$ cat src/verilog/clg_pkg.sv
// constants, types and register map of the look-up table glue block
package clg_pkg;

  localparam int NUM_TABLES = 2;
  localparam int FILTER_STAGES = 4;

  // register offsets, byte wide registers on a 5-bit address
  localparam logic [4:0] GLOBAL_CONTROL_OFS = 5'h00;
  localparam logic [4:0] STATE_ELEMENT_CONTROL_OFS = 5'h01;
  localparam logic [4:0] STATUS_OFS = 5'h02;
  localparam logic [4:0] TABLE_BASE_OFS = 5'h08;
  localparam logic [1:0] TABLE_CONTROL_A_SUB = 2'h0;
  localparam logic [1:0] TABLE_CONTROL_B_SUB = 2'h1;
  localparam logic [1:0] TABLE_CONTROL_C_SUB = 2'h2;
  localparam logic [1:0] TABLE_PATTERN_SUB = 2'h3;

  // field positions
  localparam int GLOBAL_EN_BIT = 0;
  localparam int CTLA_EN_BIT = 0;
  localparam int CTLA_EDGE_BIT = 3;
  localparam int CTLA_FILT_LSB = 4;
  localparam int CTLA_TABLE_CLOCK_SOURCE_SELECT_BIT = 6;
  localparam int CTLB_IN0_LSB = 0;
  localparam int CTLB_IN1_LSB = 4;
  localparam int CTLC_IN2_LSB = 0;
  localparam int STE_FUNC_LSB = 0;

  // values after reset
  localparam logic [7:0] REG_RESET = 8'h00;

  typedef enum logic [3:0] {
    SRC_MASKED = 4'h0,
    SRC_FEEDBACK = 4'h1,
    SRC_LINK = 4'h2,
    SRC_EVENT0 = 4'h3,
    SRC_EVENT1 = 4'h4,
    SRC_PIN = 4'h5,
    SRC_COMPARATOR = 4'h6,
    SRC_TIMER_WAVE = 4'h7
  } clg_src_e;

  typedef enum logic [1:0] {
    FILT_OFF = 2'h0,
    FILT_SYNC = 2'h1,
    FILT_FILTER = 2'h2
  } clg_filt_e;

  typedef enum logic [2:0] {
    STE_OFF = 3'h0,
    STE_D_FLIP_FLOP = 3'h1,
    STE_TOGGLE_CAPABLE_FLOP = 3'h2,
    STE_GATED_TRANSPARENT_LATCH = 3'h3,
    STE_SET_RESET_LATCH = 3'h4
  } clg_ste_e;

  typedef struct packed {
    logic clock_source;
    logic [1:0] filter;
    logic edge_detect;
    logic [7:0] pattern;
  } clg_unit_cfg_s;

endpackage

$ cat src/verilog/clg_table_unit.sv
// one look-up table with its filter and edge detector
`timescale 1ns/1ps
`default_nettype none
module clg_table_unit
  import clg_pkg::*;
(
  input wire logic sys_clk,
  input wire logic rst_n,
  input wire logic active,
  input wire logic clock_tick,
  input wire logic [2:0] in_lines,
  input wire clg_unit_cfg_s cfg,
  output logic table_output_line
);

  logic [2:0] index;
  logic raw;
  logic [FILTER_STAGES-1:0] stage_q;
  logic filt_q;
  logic filt_val;
  logic prev_q;

  always_comb begin
    index = {in_lines[2] & ~cfg.clock_source, in_lines[1:0]};
    raw = cfg.pattern[index];
  end

  // cleared whenever the table is off
  always_ff @(posedge sys_clk or negedge rst_n) begin
    if (!rst_n) begin
      stage_q <= '0;
    end else if (!active) begin
      stage_q <= '0;
    end else if (clock_tick) begin
      stage_q <= {stage_q[FILTER_STAGES-2:0], raw};
    end
  end

  // filter only passes a level that stood three ticks
  always_ff @(posedge sys_clk or negedge rst_n) begin
    if (!rst_n) begin
      filt_q <= 1'b0;
    end else if (!active) begin
      filt_q <= 1'b0;
    end else if (clock_tick && stage_q[3:1] == {3{stage_q[1]}}) begin
      filt_q <= stage_q[1];
    end
  end

  always_comb begin
    case (cfg.filter)
      FILT_OFF: filt_val = raw;
      FILT_SYNC: filt_val = stage_q[1];
      FILT_FILTER: filt_val = filt_q;
      default: filt_val = raw;
    endcase
  end

  always_ff @(posedge sys_clk or negedge rst_n) begin
    if (!rst_n) begin
      prev_q <= 1'b0;
    end else if (!active) begin
      prev_q <= 1'b0;
    end else if (clock_tick) begin
      prev_q <= filt_val;
    end
  end

  always_ff @(posedge sys_clk or negedge rst_n) begin
    if (!rst_n) begin
      table_output_line <= 1'b0;
    end else if (!active) begin
      table_output_line <= 1'b0;
    end else if (cfg.edge_detect) begin
      table_output_line <= filt_val & ~prev_q & clock_tick;
    end else begin
      table_output_line <= filt_val;
    end
  end

endmodule
`default_nettype wire

$ cat src/verilog/clg_state_element.sv
// shared sequential element of the table pair
`timescale 1ns/1ps
`default_nettype none
module clg_state_element
  import clg_pkg::*;
(
  input wire logic sys_clk,
  input wire logic rst_n,
  input wire logic clear,
  input wire logic clock_tick,
  input wire clg_ste_e func,
  input wire logic even_in,
  input wire logic odd_in,
  output logic state_element_output
);

  // latches are sampled every cycle: no true transparent path
  always_ff @(posedge sys_clk or negedge rst_n) begin
    if (!rst_n) begin
      state_element_output <= 1'b0;
    end else if (clear) begin
      state_element_output <= 1'b0;
    end else begin
      case (func)
        STE_D_FLIP_FLOP: begin
          if (clock_tick && odd_in) begin
            state_element_output <= even_in;
          end
        end
        STE_TOGGLE_CAPABLE_FLOP: begin
          if (clock_tick) begin
            case ({even_in, odd_in})
              2'b01: state_element_output <= 1'b0;
              2'b10: state_element_output <= 1'b1;
              2'b11: state_element_output <= ~state_element_output;
              default: state_element_output <= state_element_output;
            endcase
          end
        end
        STE_GATED_TRANSPARENT_LATCH: begin
          if (odd_in) begin
            state_element_output <= even_in;
          end
        end
        STE_SET_RESET_LATCH: begin
          // both high is forbidden; hold is the safe reading
          if (even_in && !odd_in) begin
            state_element_output <= 1'b1;
          end else if (odd_in && !even_in) begin
            state_element_output <= 1'b0;
          end
        end
        default: state_element_output <= 1'b0;
      endcase
    end
  end

endmodule
`default_nettype wire

$ cat src/verilog/clg_top.sv
// look-up table glue block: registers, input routing, tables, state element
`timescale 1ns/1ps
`default_nettype none
module clg_top
  import clg_pkg::*;
(
  input wire logic sys_clk,
  input wire logic rst_n,
  input wire logic [4:0] reg_addr,
  input wire logic [7:0] reg_wdata,
  input wire logic reg_write,
  input wire logic reg_read,
  output logic [7:0] reg_rdata,
  input wire logic [5:0] table_input_lines,
  input wire logic [1:0] event_in,
  input wire logic comparator_out,
  input wire logic [2:0] timer_wave,
  output logic [1:0] table_output_line,
  output logic state_element_output
);

  function automatic logic [4:0] table_reg(input logic idx,
                                           input logic [1:0] sub);
    table_reg = TABLE_BASE_OFS + {2'b00, idx, 2'b00} + {3'b000, sub};
  endfunction

  function automatic logic pick_src(input logic [3:0] sel,
                                    input logic fb,
                                    input logic link,
                                    input logic [1:0] ev,
                                    input logic pin,
                                    input logic cmp,
                                    input logic tw);
    case (clg_src_e'(sel))
      SRC_MASKED: pick_src = 1'b0;
      SRC_FEEDBACK: pick_src = fb;
      SRC_LINK: pick_src = link;
      SRC_EVENT0: pick_src = ev[0];
      SRC_EVENT1: pick_src = ev[1];
      SRC_PIN: pick_src = pin;
      SRC_COMPARATOR: pick_src = cmp;
      SRC_TIMER_WAVE: pick_src = tw;
      default: pick_src = 1'b0;
    endcase
  endfunction

  logic [5:0] pin_meta_q;
  logic [5:0] pin_sync_q;
  logic global_en_q;
  logic [7:0] ste_ctrl_q;
  logic [7:0] ctla_q [NUM_TABLES];
  logic [7:0] ctlb_q [NUM_TABLES];
  logic [7:0] ctlc_q [NUM_TABLES];
  logic [7:0] pattern_q [NUM_TABLES];
  logic [NUM_TABLES-1:0] active;
  logic [NUM_TABLES-1:0] tick;
  logic [NUM_TABLES-1:0] clk_line;
  logic [NUM_TABLES-1:0] clk_prev_q;
  logic [7:0] rdata_d;
  logic [7:0] rdata_q;
  logic ste_q;

  // pins are asynchronous to sys_clk
  always_ff @(posedge sys_clk or negedge rst_n) begin
    if (!rst_n) begin
      pin_meta_q <= '0;
      pin_sync_q <= '0;
    end else begin
      pin_meta_q <= table_input_lines;
      pin_sync_q <= pin_meta_q;
    end
  end

  always_ff @(posedge sys_clk or negedge rst_n) begin
    if (!rst_n) begin
      global_en_q <= 1'b0;
    end else if (reg_write && reg_addr == GLOBAL_CONTROL_OFS) begin
      global_en_q <= reg_wdata[GLOBAL_EN_BIT];
    end
  end

  always_ff @(posedge sys_clk or negedge rst_n) begin
    if (!rst_n) begin
      ste_ctrl_q <= REG_RESET;
    end else if (reg_write && reg_addr == STATE_ELEMENT_CONTROL_OFS &&
                 !ctla_q[0][CTLA_EN_BIT]) begin
      ste_ctrl_q <= reg_wdata;
    end
  end

  // there is no halt input, debug cannot stop the block

  for (genvar n = 0; n < NUM_TABLES; n++) begin : g_table
    localparam int LINK = (n + 1) % NUM_TABLES;
    logic [2:0] in_val;
    logic [3:0] sel;
    clg_unit_cfg_s cfg;

    // control A: enable always, other fields only while off
    always_ff @(posedge sys_clk or negedge rst_n) begin
      if (!rst_n) begin
        ctla_q[n] <= REG_RESET;
      end else if (reg_write &&
                   reg_addr == table_reg(1'(n), TABLE_CONTROL_A_SUB)) begin
        if (!ctla_q[n][CTLA_EN_BIT]) begin
          // a write that leaves the table off changes nothing
          if (reg_wdata[CTLA_EN_BIT]) begin
            ctla_q[n] <= reg_wdata;
          end
        end else begin
          ctla_q[n][CTLA_EN_BIT] <= reg_wdata[CTLA_EN_BIT];
        end
      end
    end

    always_ff @(posedge sys_clk or negedge rst_n) begin
      if (!rst_n) begin
        ctlb_q[n] <= REG_RESET;
      end else if (reg_write && !ctla_q[n][CTLA_EN_BIT] &&
                   reg_addr == table_reg(1'(n), TABLE_CONTROL_B_SUB)) begin
        ctlb_q[n] <= reg_wdata;
      end
    end

    always_ff @(posedge sys_clk or negedge rst_n) begin
      if (!rst_n) begin
        ctlc_q[n] <= REG_RESET;
      end else if (reg_write && !ctla_q[n][CTLA_EN_BIT] &&
                   reg_addr == table_reg(1'(n), TABLE_CONTROL_C_SUB)) begin
        ctlc_q[n] <= reg_wdata;
      end
    end

    always_ff @(posedge sys_clk or negedge rst_n) begin
      if (!rst_n) begin
        pattern_q[n] <= REG_RESET;
      end else if (reg_write &&
                   reg_addr == table_reg(1'(n), TABLE_PATTERN_SUB)) begin
        pattern_q[n] <= reg_wdata;
      end
    end

    // link takes the neighbour's registered output to avoid a loop
    always_comb begin
      in_val = '0;
      sel = '0;
      for (int i = 0; i < 3; i++) begin
        case (i)
          0: sel = ctlb_q[n][CTLB_IN0_LSB +: 4];
          1: sel = ctlb_q[n][CTLB_IN1_LSB +: 4];
          default: sel = ctlc_q[n][CTLC_IN2_LSB +: 4];
        endcase
        in_val[i] = pick_src(sel, ste_q, table_output_line[LINK],
                             event_in, pin_sync_q[3*n+i],
                             comparator_out, timer_wave[i]);
      end
    end

    always_comb begin
      active[n] = global_en_q & ctla_q[n][CTLA_EN_BIT];
      clk_line[n] = in_val[2];
      // a live switch of the source may give one stray tick
      if (ctla_q[n][CTLA_TABLE_CLOCK_SOURCE_SELECT_BIT]) begin
        tick[n] = clk_line[n] & ~clk_prev_q[n];
      end else begin
        tick[n] = 1'b1;
      end
      cfg.clock_source = ctla_q[n][CTLA_TABLE_CLOCK_SOURCE_SELECT_BIT];
      cfg.filter = ctla_q[n][CTLA_FILT_LSB +: 2];
      cfg.edge_detect = ctla_q[n][CTLA_EDGE_BIT];
      cfg.pattern = pattern_q[n];
    end

    always_ff @(posedge sys_clk or negedge rst_n) begin
      if (!rst_n) begin
        clk_prev_q[n] <= 1'b0;
      end else begin
        clk_prev_q[n] <= clk_line[n];
      end
    end

    clg_table_unit u_unit (
      .sys_clk(sys_clk),
      .rst_n(rst_n),
      .active(active[n]),
      .clock_tick(tick[n]),
      .in_lines(in_val),
      .cfg(cfg),
      .table_output_line(table_output_line[n])
    );
  end

  clg_state_element u_state (
    .sys_clk(sys_clk),
    .rst_n(rst_n),
    .clear(~active[0]),
    .clock_tick(tick[0]),
    .func(clg_ste_e'(ste_ctrl_q[STE_FUNC_LSB +: 3])),
    .even_in(table_output_line[0]),
    .odd_in(table_output_line[1]),
    .state_element_output(ste_q)
  );

  assign state_element_output = ste_q;

  // read data only in the cycle after the strobe
  always_comb begin
    rdata_d = 8'h00;
    if (reg_addr == GLOBAL_CONTROL_OFS) begin
      rdata_d = {7'h00, global_en_q};
    end else if (reg_addr == STATE_ELEMENT_CONTROL_OFS) begin
      rdata_d = ste_ctrl_q;
    end else if (reg_addr == STATUS_OFS) begin
      rdata_d = {5'h00, ste_q, table_output_line};
    end
    for (int n = 0; n < NUM_TABLES; n++) begin
      if (reg_addr == table_reg(1'(n), TABLE_CONTROL_A_SUB)) begin
        rdata_d = ctla_q[n];
      end else if (reg_addr == table_reg(1'(n), TABLE_CONTROL_B_SUB)) begin
        rdata_d = ctlb_q[n];
      end else if (reg_addr == table_reg(1'(n), TABLE_CONTROL_C_SUB)) begin
        rdata_d = ctlc_q[n];
      end else if (reg_addr == table_reg(1'(n), TABLE_PATTERN_SUB)) begin
        rdata_d = pattern_q[n];
      end
    end
  end

  always_ff @(posedge sys_clk or negedge rst_n) begin
    if (!rst_n) begin
      rdata_q <= 8'h00;
    end else if (reg_read) begin
      rdata_q <= rdata_d;
    end else begin
      rdata_q <= 8'h00;
    end
  end

  assign reg_rdata = rdata_q;

endmodule
`default_nettype wire

$ cat config.mk
export PLATFORM = sky130hd
export DESIGN_NAME = clg_top
export DESIGN_NICKNAME = d
export VERILOG_FILES = /design/src/verilog/clg_pkg.sv /design/src/verilog/clg_table_unit.sv /design/src/verilog/clg_state_element.sv /design/src/verilog/clg_top.sv
export SDC_FILE = /design/constraint.sdc
export NUM_CORES = 1
export LEC_CHECK = 0
export BUFFER_PORTS_ARGS = -buffer_cell sky130_fd_sc_hd__buf_2
export CAP_MARGIN = 20
export CELL_PAD_IN_SITES_DETAIL_PLACEMENT = 1
export CELL_PAD_IN_SITES_GLOBAL_PLACEMENT = 2
export CORE_UTILIZATION = 33
export DETAILED_ROUTE_END_ITERATION = 16
export GPL_TIMING_DRIVEN = 0
export HOLD_SLACK_MARGIN = 0.03
export PLACE_DENSITY_LB_ADDON = 0.1
export SETUP_SLACK_MARGIN = 0.02
export SLEW_MARGIN = 20
export SYNTH_ARGS = -nofsm -noshare
export SYNTH_HDL_FRONTEND = slang
export SYNTH_SLANG_ARGS = --single-unit
$ cat constraint.sdc
create_clock -name sys_clk -period 5.2 [get_ports sys_clk]
set_input_delay 0.52 -clock sys_clk [delete_from_list [all_inputs] [get_ports sys_clk]]
set_output_delay 0.52 -clock sys_clk [all_outputs]
set_load 0.03 [all_outputs]
## Word-level counts from Yosys, hierarchy flattened

Index checks and enable logic that the tools add are counted.

- Logic and storage cells: 201
- Input port bits: 29
- Register bits: 110

- Order comparisons: 2
- Reductions and logical operators: 26
- Bitwise logic cells: 19
- Mux-type cells: 54
- Equality and inequality tests: 74

Operators with widths:

| kind | count |
|---|---|
| $eq 4x3->1 const B | 24 |
| $mux 8 | 11 |
| $eq 4x2->1 const B | 12 |
| $pmux 1 s7 | 6 |
| $eq 5x4->1 const B | 8 |
| $mux 1 | 26 |
| $eq 4x1->1 const B | 6 |
| $logic_and 1x1->1 | 18 |
| $mux 4 | 4 |
| $and 1x1->1 | 10 |
| $not 1->1 | 9 |
| $eq 2x2->1 const B | 4 |
| $lt 3x4->1 const B | 2 |
| $ne 2x2->1 const B | 4 |
| $bmux 1 s3 | 2 |
| $eq 2x1->1 const B | 3 |
| $eq 3x2->1 const B | 2 |
| $ne 3x3->1 const B | 2 |
| $reduce_and 3->1 | 2 |
| $eq 5x1->1 const B | 1 |
| $eq 5x2->1 const B | 1 |
| $logic_not 5->1 | 1 |
| $ne 5x2->1 const B | 1 |
| $reduce_and 5->1 | 1 |
| other kinds (10) | 15 |

## Logic depth before layout (Yosys ltp)

Gate-level depths: netlist of the first run.

- Depth after elaboration: 13
- Mapped depth: 8
- Depth with buffers taken out: 7

## By module

A second synthesis of the first run with hierarchy kept.

- Cells, all modules: 496
- Area total of the unflattened synthesis: 5698.0 µm²

By module, submodules not included:

| module | cells each | area each (µm²) | times used |
|---|---|---|---|
| clg_top | 394 | 4685.7 | 1 |
| clg_table_unit | 44 | 447.9 | 2 |
| clg_state_element | 14 | 116.4 | 1 |

## Worst setup path after synthesis of the first run

OpenSTA, ideal clock, no wires.

- Path kind: reg-to-reg
- Start: reg u_state.state_element_output
- End: reg g_table[1].u_unit.table_output_line
- Stages on the path, launching flop included: 8
- Path slack: 3.044 ns
- Required time: 5.061 ns
- Clock period less this slack: 2.156 ns
- Buffers on the path: 1
- Arrival: 2.016 ns
- Library setup time: 0.139 ns
- Path through: dfrtp_1 -> buf_2 -> mux2i_2 -> a2111oi_4 -> nand2_2 -> a211o_1 -> a311oi_2 -> a221oi_1

- Word-level cells in the longest chain between the ends: 9

Ends and longest elaborated chain:

| what | RTL line | source |
|---|---|---|
| start, declared | clg_state_element.sv:14 | `output logic state_element_output` |
| start signal, assigned | clg_state_element.sv:27 | `state_element_output <= even_in;` |
| start signal, assigned | clg_state_element.sv:35 | `2'b11: state_element_output <= ~state_element_output;` |
| start signal, assigned | clg_state_element.sv:36 | `default: state_element_output <= state_element_output;` |
| $pmux 1 s7 | clg_top.sv:34 | `case (clg_src_e'(sel))` |
| $and 1x1->1 | clg_table_unit.sv:24 | `index = {in_lines[2] & ~cfg.clock_source, in_lines[1:0]};` |
| $bmux 1 s3 | clg_table_unit.sv:25 | `raw = cfg.pattern[index];` |
| $mux 1 (implied by the code) | clg_table_unit.sv:25 |  |
| $pmux 1 s2 | clg_table_unit.sv:51 | `case (cfg.filter)` |
| $and 1x1->1 (2 in series) | clg_table_unit.sv:75 | `table_output_line <= filt_val & ~prev_q & clock_tick;` |
| $mux 1 * | clg_table_unit.sv:74 | `end else if (cfg.edge_detect) begin` |
| $mux 1 * | clg_table_unit.sv:72 | `end else if (!active) begin` |
| end signal, assigned | clg_table_unit.sv:75 |  |
| end signal, assigned | clg_table_unit.sv:77 | `table_output_line <= filt_val;` |
| end, declared | clg_table_unit.sv:13 | `output logic table_output_line` |

Every way passes the cells marked *; elsewhere a longest branch is shown, timed or not. The select of a mux whose other input is x is not followed.
A chain may end at the register's enable or synchronous reset.

## Worst setup path in the final report of the first run

- Start: reg g_table[0].u_unit.table_output_line
- End: reg g_table[1].u_unit.table_output_line

- Word-level cells in the longest chain between the ends: 9

Ends and longest elaborated chain:

| what | RTL line |
|---|---|
| start, declared | clg_table_unit.sv:13 |
| start signal, assigned | clg_table_unit.sv:75 |
| start signal, assigned | clg_table_unit.sv:77 |
| $pmux 1 s7 | clg_top.sv:34 |
| $and 1x1->1 | clg_table_unit.sv:24 |
| $bmux 1 s3 | clg_table_unit.sv:25 |
| $mux 1 (implied by the code) | clg_table_unit.sv:25 |
| $pmux 1 s2 | clg_table_unit.sv:51 |
| $and 1x1->1 (2 in series) | clg_table_unit.sv:75 |
| $mux 1 * | clg_table_unit.sv:74 |
| $mux 1 * | clg_table_unit.sv:72 |

Marks and branches as above.

==> run metrics, run 1 <==
Max Buffers Root-to-Sink=2; CTS Buf Count=9; Worst VDD drop=0.183 mV; Inserted Diodes=0; element type at the critical path start=flip-flop; post-CTS setup buffer count=0; Top FF cell, synth=dfrtp_1; CTS root buf=clkbuf_16; Yosys Warn Count=0; port bufs=35; layout cells sized above 1=0.281; width of the die=134 um; via count=4,247; Final Hold Fails=0; Final GP Congestion=0.807; HPWL after detailed placement=13,200 um; initial antenna violation count=0; sequential fraction of the synthesis area=0.476; worst hold slack=141 ps; Distinct cells, synth=66; Final Non-Filler Cells=788; Initial Util=0.336; post-synth top area cell=dfrtp_1; Rel. slew slack=0.378; most common cell after layout, fill and taps aside=dfrtp_1; most frequent cells in the layout=dfrtp_1, mux2_2, buf_2; crit path capture type=flip-flop; Reg-to-Reg Start=g_table[0].u_unit.table_output_line$_DFF_PN0_; final setup vio count=0; first-pass GRT wire length=27,600 um; worst skew pair latency=360 ps; Post-Place Cells=772; FF+latch count, synth=110; Area contributors post-synth=dfrtp_1, mux2_2, mux2i_1; Die ar.=18,000 um2; status=complete, no violations; CTS Sinks=110; Max-Cap Viols=0; Area Overhead vs Synth=13.3%; Tot GR Track Use=0.208; fin. max-slew vios=0; Post-Synthesis Cells=511; arrival time of the worst setup path=2880 ps; CTS H-tree lvls=3; Initial DRC Count=168; CTS tree=yes; drt wl/cell=22.1 um; wirelength, routed=17,500 um; RR Endpoint=g_table[1].u_unit.table_output_line$_DFF_PN0_; syn nets=547; # rows=48; largest net degree at the start of global routing=63; CP max FO=9; Async SR Flop Fraction=1.00; count of hold buffers inserted by post-cts repair=0; syn_area_per_cell=11.3 um2; setup_tns=0 ps; Top Ports=40; Final Net Count=594; RSZ-0062 raised after global routing=no; drt drc=0; Critical Path RT=5410 ps; GRT overflow=0; Reg clk slew, reported paths=80 ps; Worst-Margin Slew=929 ps; die height=134 um; vias in the first global route=4,529; r2r worst-path depth=6; PwrDens=348 nW/um2; Hold WC Path Type=input pin to asynchronous set/reset pin; Post-synth EDFFs=0; Max Freq=0.376 GHz; r2r setup slk=2540 ps; total iterations of the first detailed-routing run=4; PostCTS Resize Cnt=0; via/cell ratio=5.39; top cell type's share of synthesized area=0.476; Core ar.=17,200 um2; minimum clock period=2660 ps; Crit Path Class=flip-flop to flip-flop; mapped cell area=5780 um2; period utilization=0.512; LEAKAGE=2.85 nW; Routed Antenna Nets=0; setup clock skew after layout=11.0 ps
## worst max-delay path by stage
stage	from	endpoint	slack, ps	cells past startpoint
2_1_floorplan	u_state.state_element_output$_DFFE_PN0P_	g_table[1].u_unit.table_output_line$_DFF_PN0_	3040	7
3_5_place_dp	reg_addr[2]	ctlc_q[5]$_DFFE_PN0P_	2390	6
4_1_cts	g_table[0].u_unit.table_output_line$_DFF_PN0_	g_table[1].u_unit.table_output_line$_DFF_PN0_	2530	6
3_3_place_gp	rst_n	pin_meta_q[2]$_DFF_PN0_	2210	1
6_report	g_table[0].u_unit.table_output_line$_DFF_PN0_	g_table[1].u_unit.table_output_line$_DFF_PN0_	2540	6
5_1_grt	g_table[0].u_unit.table_output_line$_DFF_PN0_	g_table[1].u_unit.table_output_line$_DFF_PN0_	2470	6
## metal layers
| metal | vias up | routed length, um | global-route usage |
|---|---|---|---|
| li1 | 2001 | - | - |
| met1 | 2157 | 8530 | 0.297 |
| met2 | 73 | 8080 | 0.327 |
| met3 | 16 | 582 | 0.0238 |
| met4 | 0 | 262 | 0.0712 |
| met5 | - | 0 | 0 |
## cells by family (layout without fill, tap and decap cells)
family / count (synthesis) / after routing / synth area share
DFF: 110 / 110 / 0.476
xor gates and xnor gates: 1 / 1 / 0.00152
AOI/OAI and AO/OA: 126 / 126 / 0.175
and+or+nand+nor: 141 / 141 / 0.129
adders and majority gates: 7 / 7 / 0.0152
buffers and inverters: 41 / 93 / 0.0353
muxes: 85 / 85 / 0.168
## state kept, by name, summed over array words and instances (netlist names)
| signal | flops |
|---|---|
| u_state.state_element_output | 1 |
| ctlb_q | 16 |
| g_table.u_unit.table_output_line | 2 |
| g_table.cfg | 16 |
| ste_ctrl_q | 8 |
| reg_rdata | 8 |
| g_table.u_unit.prev_q | 2 |
| pin_meta_q | 6 |
| global_en_q | 1 |
| clk_prev_q | 2 |
| g_table.u_unit.stage_q | 8 |
| g_table.u_unit.filt_q | 2 |
| ctla_q | 16 |
| pin_sync_q | 6 |
| ctlc_q | 16 |
## worst max-delay path, cell delays in order, from the launching register on
cell and delay, ps:
dfrtp_1 710, a211oi_1 210, a311oi_4 460, nand2_2 120, a211o_1 320, a311oi_2 520, a221oi_1 180
## report_power, final
group,switching [mW],internal (mW)
Combinational,0.276,0.238
Sequential,0.134,0.976
Clock,0.323,0.328
## Yosys cell counts, drive strengths merged (4+ instances only)
master	instances
clkbuf	9
o22ai	5
nand2	41
mux2i	17
nor3b	4
nor4	4
nand3	11
a2111oi	4
a311oi	5
buf	18
mux2	66
and3	14
nor2	21
a221oi	13
a22oi	8
a22o	6
inv	14
nor3	13
nor2b	16
and2	6
dfrtp	110
a211oi	9
ha	7
o21ai	31
a21oi	14
## stage by stage
step	power [mW]	util	setup WS, ps	area (um2)
3_5_place_dp	1.65	0.365	2390	6270
6_report	2.28	0.381	2540	6540
2_1_floorplan	1.45	-	3040	5780
3_3_place_gp	1.62	0.363	2210	6230
5_1_grt	2.40	0.381	2470	6540
4_1_cts	2.30	0.381	2530	6540
## final cells by class
cell class	instances	area (um2)
Inverter	14	52.6
Fill cell	1944	10600
Tap cell	225	282
Clock inverter	6	46.3
Buffer	27	151
Clock buffer	10	229
Sequential cell	110	2750
Multi-Input combinational cell	360	2820
Timing Repair Buffer	36	209
Note: power is estimated with default switching activity, not from simulation.
==> inputs of run 2 (changes only) <==
ABC_AREA = 1   (was not set)
clock period = 2.3 ns   (was 5.2 ns; I/O delays follow)
==> run 2 against run 1 <==
Net effect: die area is 2.6% lower; global-route usage is 1.1 points higher; register-to-register slack worse by 2200 ps; clock skew is 4.1 ps lower; combinational power is 67% higher; first-iteration DRC count is 22% higher; design area is 1.3% lower; via count is 16% higher; core utilization is 0.70 points higher; synthesized cell count is 37% higher; largest cell class is now flip-flops and latches.
==> run metrics, run 2 <==
status=complete, no violations; Top FF cell, synth=dfrtp_1; CP max stage delay=620 ps (-90 ps); Area contributors post-synth=dfrtp_1, nand2_1, nand3_1; Area Overhead vs Synth=14.8%; initial antenna violation count=0 (unchanged); Top Ports=40 (unchanged); Final Power=4.68 mW (+110%); top cell type's share of synthesized area=0.489 (+0.0128); Max-Cap Viols=0 (unchanged); fin. max-slew vios=0 (unchanged); crit path capture type=flip-flop; total iterations of the first detailed-routing run=4 (unchanged); Tot GR Track Use=0.219 (+0.0109); CTS H-tree lvls=3 (unchanged); post-route setup slack=386 ps (-2150 ps); GRT overflow=0 (unchanged); Hold WC Path Type=input pin to flip-flop; Initial Util=0.338 (+0.00170); Post-Synthesis Cells=700 (+37%); Initial DRC Count=205 (+22%); Crit Path Class=flip-flop to flip-flop; Post-Place Cells=960 (+24%); Final Non-Filler Cells=981 (+24%); Crit. path cell count=7 (+1); Final Hold Fails=0 (unchanged); arrival time of the worst setup path=2150 ps (-730 ps); drt wl/cell=18.4 um (-17%); top cells by instance count after synthesis=nand2_1, dfrtp_1, inv_1; via/cell ratio=5.04 (-6.4%); Max Freq=0.522 GHz (+39%); Die ar.=17,600 um2 (-2.6%); RSZ-0062 raised after global routing=no; Critical Path RT=2530 ps (-2880 ps); LEAKAGE=3.09 nW (+8.4%); met3 WL=526 um (-9.6%); r2r worst-path depth=7 (+1); minimum clock period=1910 ps (-747 ps); Internal Power=3.19 mW (+110%); first-pass GRT wire length=28,900 um (+4.7%); Worst VDD drop=0.358 mV (+96%); mapped cell area=5630 um2 (-2.6%); Core ar.=16,600 um2 (-3.1%); syn_area_per_cell=8.04 um2 (-29%); Seq pwr share=0.506 (+0.018); worst hold slack=177 ps (+36.0 ps); WL met1=9210 um (+8.0%); final setup vio count=0 (unchanged); CTS tree=yes; CP max FO=8 (-1); port bufs=39 (+11%); top-count cell post-synth=nand2_1; die height=133 um (-1.3%); setup clock skew after layout=6.92 ps (-4.10 ps); CP cell instances=nand3_1, nand3b_1, nand4_1, nand3_1, inv_1, a31oi_1, o21ai_0; Clock Power Share=0.311 (+0.025); via count=4,947 (+16%); Async SR Flop Fraction=1.00 (unchanged); Yosys Warn Count=0 (unchanged); wirelength, routed=18,100 um (+3.6%); largest net degree at the start of global routing=61 (-3.2%); crit path buf inv count=1 (+1); Final GP Congestion=0.828 (+2.6%); CTS root buf=clkbuf_16; CTS Sinks=110 (unchanged); worst skew pair latency=350 ps (about the same); most common cell after layout, fill and taps aside=nand2_1; width of the die=133 um (-1.3%); Comb power frac=0.184 (-0.042); CTS Buf Count=9 (unchanged); WHS Path Cells=2; most used cell, CP=nand3_1; Sw Share=0.318 (-0.00375); Util after Layout=0.388 (+0.00704); sequential fraction of the synthesis area=0.489 (+0.0128); Top delay family on crit path=simple AND/OR/NAND/NOR gates; metal2 WL=7920 um (-2.0%); Routed Antenna Nets=0 (unchanged); Worst-Margin Slew=640 ps (-289 ps); post-synth top area cell=dfrtp_1; layout cells sized above 1=0.152 (-0.128); Crit-path slowest cell=dfrtp_1; Rel. slew slack=0.573 (+0.194); syn nets=736 (+35%); period utilization=0.832 (+0.321); drt drc=0 (unchanged); HPWL after detailed placement=13,500 um (+2.1%); Final Net Count=794 (+34%); FF+latch count, synth=110 (unchanged); vias in the first global route=4,982 (+10%); Max Buffers Root-to-Sink=2 (unchanged); Post-Place Setup Slack=334 ps (-2060 ps); Distinct cells, synth=35 (-47%); element type at the critical path start=flip-flop; Post-synth EDFFs=0 (unchanged); Inserted Diodes=0 (unchanged); Reg clk slew, reported paths=70 ps (about the same); highest routed layer=met4; most frequent cells in the layout=nand2_1, dfrtp_1, inv_1; # rows=47 (-2.1%); PwrDens=725 nW/um2 (+110%); NetSw=1.49 mW (+100%)
[run 2: cell families after synthesis]
family	after synthesis	share of synthesized area
adders and majority gates	7	0.0156
and+or+nand+nor	337	0.274
AOI/OAI and AO/OA	140	0.144
DFF	110	0.489
buffers and inverters	106	0.0774
[run 2: final timing paths]
path                                                               startpoint                                  endpoint  slack, ps
worst max-delay path            g_table[1].u_unit.table_output_line$_DFF_PN0_      g_table[0].u_unit.filt_q$_DFFE_PN0P_        390
worst min-delay path                                                reg_write                   global_en_q$_DFFE_PN0P_        180
worst max register to register  g_table[1].u_unit.table_output_line$_DFF_PN0_      g_table[0].u_unit.filt_q$_DFFE_PN0P_        390
worst min register to register                        pin_meta_q[2]$_DFF_PN0_                   pin_sync_q[2]$_DFF_PN0_        350
max in group asynchronous                                               rst_n                   pin_sync_q[3]$_DFF_PN0_       1240
min in group asynchronous                                               rst_n  g_table[0].u_unit.stage_q[1]$_DFFE_PN0N_        370
[run 2: power groups by stage]
stage / logic (mW) / registers, mW / clock network [mW]
2_1_floorplan: 0.571 / 2.32 / 0
3_3_place_gp: 0.822 / 2.40 / 0
3_5_place_dp: 0.856 / 2.40 / 0
4_1_cts: 0.870 / 2.37 / 1.49
5_1_grt: 0.981 / 2.40 / 1.56
6_report: 0.860 / 2.37 / 1.45
[run 2: worst register-to-register path, cell delays in order, from the launching register on]
cell and delay, ps:
dfrtp_1 620, nand3_1 150, nand3b_1 130, nand4_1 220
nand3_1 290, inv_1 120, a31oi_1 160, o21ai_0 110
[run 2: cell type report]
class	instances	area, um2
buffer	15	93.8
sequential	110	2750
clock buffer	12	246
clock inverter	2	10.0
multi-input combinational	484	2440
tap	220	275
fill	2051	10200
inverter	91	342
timing repair buffer	47	299
[run 2: metal layers]
layer  up-vias  global-route usage
li1       2407                   -
met1      2434               0.324
met2        87               0.328
met3        19              0.0230
met4         0              0.0843
met5         -                   0
[run 2: timing repair]
item | 4_1_cts | 5_1_grt
gates resized for setup | 0 | 0
setup buffers | 0 | 0
hold endpoints to repair | 56 | 0
hold buffers | 7 | 0
[run 2: through the flow]
step / instance area, um2 / TNS, ps
detailed placement: 6130 / 0
CTS: 6460 / 0
global placement: 6100 / -39610
global route: 6460 / 0
finish: 6460 / 0
floorplan: 5630 / 0
==> inputs of run 3 (changes only) <==
clock period = 1.65 ns   (was 2.3 ns; I/O delays follow)
==> run 3 against run 2 <==
Net effect: the run now ends with setup timing left; non-clock buffer count is 17 higher; register-to-register slack worse by 410 ps; via count is 1.7% higher; final cell count is 1.7% higher; count of clock-buffer cells in the layout stayed put; critical path type unchanged; largest cell class unchanged.
==> run metrics, run 3 (same netlist as run 2, synthesis figures left out) <==
Hold Path End=global_en_q$_DFFE_PN0P_; Worst VDD drop=0.494 mV (+38%); LEAKAGE=3.20 nW (+3.7%); arrival time of the worst setup path=1920 ps (-230 ps); Crit. path cell count=11 (+4); period utilization=1.02 (+0.184); Most Crowded Layer GR=met2; first-pass GRT wire length=29,300 um (+1.4%); Final GP Congestion=0.828 (unchanged); WHS Path Cells=2 (unchanged); Initial DRC Count=187 (-8.8%); CP max FO=9 (+1); CP max stage delay=370 ps (-250 ps); status=finished, violations left; CTS Buf Count=9 (unchanged); crit path capture type=flip-flop; Initial Util=0.338 (unchanged); Final Net Count=811 (+2.1%); minimum clock period=1680 ps (-238 ps); Area Overhead vs Synth=22.2%; routing usage on met3=0.0230 (unchanged); Max Freq=0.596 GHz (+14%); violated checks=setup timing; post-route setup slack=-26.8 ps (-412 ps); via count=5,029 (+1.7%); Max Buffers Root-to-Sink=2 (unchanged); r2r worst-path depth=11 (+4); vias in the first global route=5,059 (+1.5%); crit path buf inv count=2 (+1); Final Power=6.81 mW (+45%); fin. max-slew vios=0 (unchanged); RSZ-0062 raised after global routing=yes; Reg-to-Reg Start=ctlc_q[9]$_DFFE_PN0P_; HPWL after detailed placement=13,500 um (unchanged); total iterations of the first detailed-routing run=4 (unchanged); width of the die=133 um (unchanged); CTS Sinks=110 (unchanged); hold wc startpoint=reg_write; Fillers=2,020 (-1.5%); Util after Layout=0.413 (+0.0252); Reg clk slew, reported paths=70 ps (about the same); drt drc=0 (unchanged); largest net degree at the start of global routing=61 (unchanged); Worst-Margin Slew=628 ps (-12.7 ps); initial antenna violation count=0 (unchanged); crit path launch=ctlc_q[9]$_DFFE_PN0P_; drt wl/cell=18.7 um (+1.6%); CP cell instances=buf_6, nand2_1, o211ai_1, nand3_2, nand4_1, nand2_1, inv_2, o21ai_2, nand3_1, nand2_1, nand2_1; die height=133 um (unchanged); final setup vio count=1 (+1); most common cell after layout, fill and taps aside=nand2_1; via/cell ratio=5.04 (about the same); CTS H-tree lvls=3 (unchanged); # rows=47 (unchanged); most frequent cells in the layout=nand2_1, dfrtp_1, inv_1; Max-Cap Viols=0 (unchanged); port bufs=39 (unchanged); Crit Path Class=flip-flop to flip-flop; Die ar.=17,600 um2 (unchanged); GR Util met2=0.336 (+0.00760); GRT overflow=0 (unchanged); worst skew pair latency=350 ps (about the same); Multi-input gate area=2690 um2 (+10%); Final Hold Fails=0 (unchanged); Critical Path RT=1890 ps (-640 ps); CTS root buf=clkbuf_16; Inserted Diodes=0 (unchanged); Rel. slew slack=0.581 (+0.00845); Routed Antenna Nets=0 (unchanged); GR Util met1=0.326 (+0.00147); RR Endpoint=u_state.state_element_output$_DFFE_PN0P_; element type at the critical path start=flip-flop; Tot GR Track Use=0.222 (+0.00332); PwrDens=990 nW/um2 (+37%); r2r setup slk=-30 ps (-410 ps); setup clock skew after layout=8.04 ps (+1.12 ps); Top delay family on crit path=simple AND/OR/NAND/NOR gates; most used cell, CP=nand2_1; register area=2770 um2 (+0.45%); Core ar.=16,600 um2 (unchanged); CTS tree=yes; layout cells sized above 1=0.252 (+0.0995); Crit-path slowest cell=dfrtp_1; Top Ports=40 (unchanged); Hold WC Path Type=input pin to flip-flop; wirelength, routed=18,700 um (+3.3%)
-- run 3: cell count changes in the layout (fill, tap and decap cells not counted), moves of 5 or more --
| cell | delta |
|---|---|
| nand2_1 | -9 |
| nand3_2 | +20 |
| buf_4 | +15 |
| nor2_1 | -9 |
| nor2_4 | +5 |
| o21ai_0 | -6 |
| nand2_2 | +6 |
| dfrtp_1 | -10 |
| nand3_1 | -22 |
| dfrtp_2 | +10 |
| buf_6 | +5 |
-- run 3: stage by stage --
stage               cell area [um2]  instances  setup TNS (ps)  hold WS (ps)  setup slack [ps]
floorplan                      5630        700               0          -131              43.4
global placement               6100        959         -107590           274              -955
detailed placement             6130        960           -5050           149              -263
CTS                            6590        987           -5.83           105             -5.83
global route                   6880        998            -640           137              -144
finish                         6880        998           -26.8           105             -26.8
-- run 3: layer usage --
layer / vias up / share of wire
met2: 91 / 0.44
met1: 2478 / 0.50
met4: 0 / 0.024
met5: - / 0
li1: 2436 / -
met3: 24 / 0.034
-- run 3: final cells by class --
cell class	instances	share of cell area
plain buffers	15	0.0166
clock buffers	12	0.0359
clock inverters	2	0.00146
inverters	91	0.0500
multi-input cells	484	0.391
flip-flops and latches	110	0.402
well taps	220	0.0400
repair buffers	64	0.0631
-- run 3: where the power goes --
part / leakage, nW / switching (mW) / total (mW) / internal, mW
Sequential: 1.45 / 0.304 / 3.30 / 3.00
Combinational: 1.62 / 0.932 / 1.47 / 0.539
Clock: 0.128 / 0.985 / 2.03 / 1.05
Total: 3.20 / 2.22 / 6.81 / 4.59
-- run 3: how the worst max path moves through the flow --
stage                                               end
2_1_floorplan      g_table[1].u_unit.prev_q$_DFFE_PN0P_
3_3_place_gp                      ctlb_q[4]$_DFFE_PN0P_
3_5_place_dp       g_table[0].u_unit.filt_q$_DFFE_PN0P_
4_1_cts        u_state.state_element_output$_DFFE_PN0P_
5_1_grt        u_state.state_element_output$_DFFE_PN0P_
6_report       u_state.state_element_output$_DFFE_PN0P_
-- run 3: worst register-to-register path, stage by stage, from the launching register on --
cell,delay (ps)
dfrtp_1,370
buf_6,140
nand2_1,70
o211ai_1,90
nand3_2,90
nand4_1,240
nand2_1,160
inv_2,70
o21ai_2,140
nand3_1,80
nand2_1,60
nand2_1,50
-- run 3: repair_timing --
item | in CTS | in global routing
hold buffers | 7 | 0
gates resized for setup | 35 | 55
pin swaps | 4 | 30
setup buffers | 6 | 11
setup endpoints to repair | 16 | 26
endpoints found under the hold margin | 56 | 0
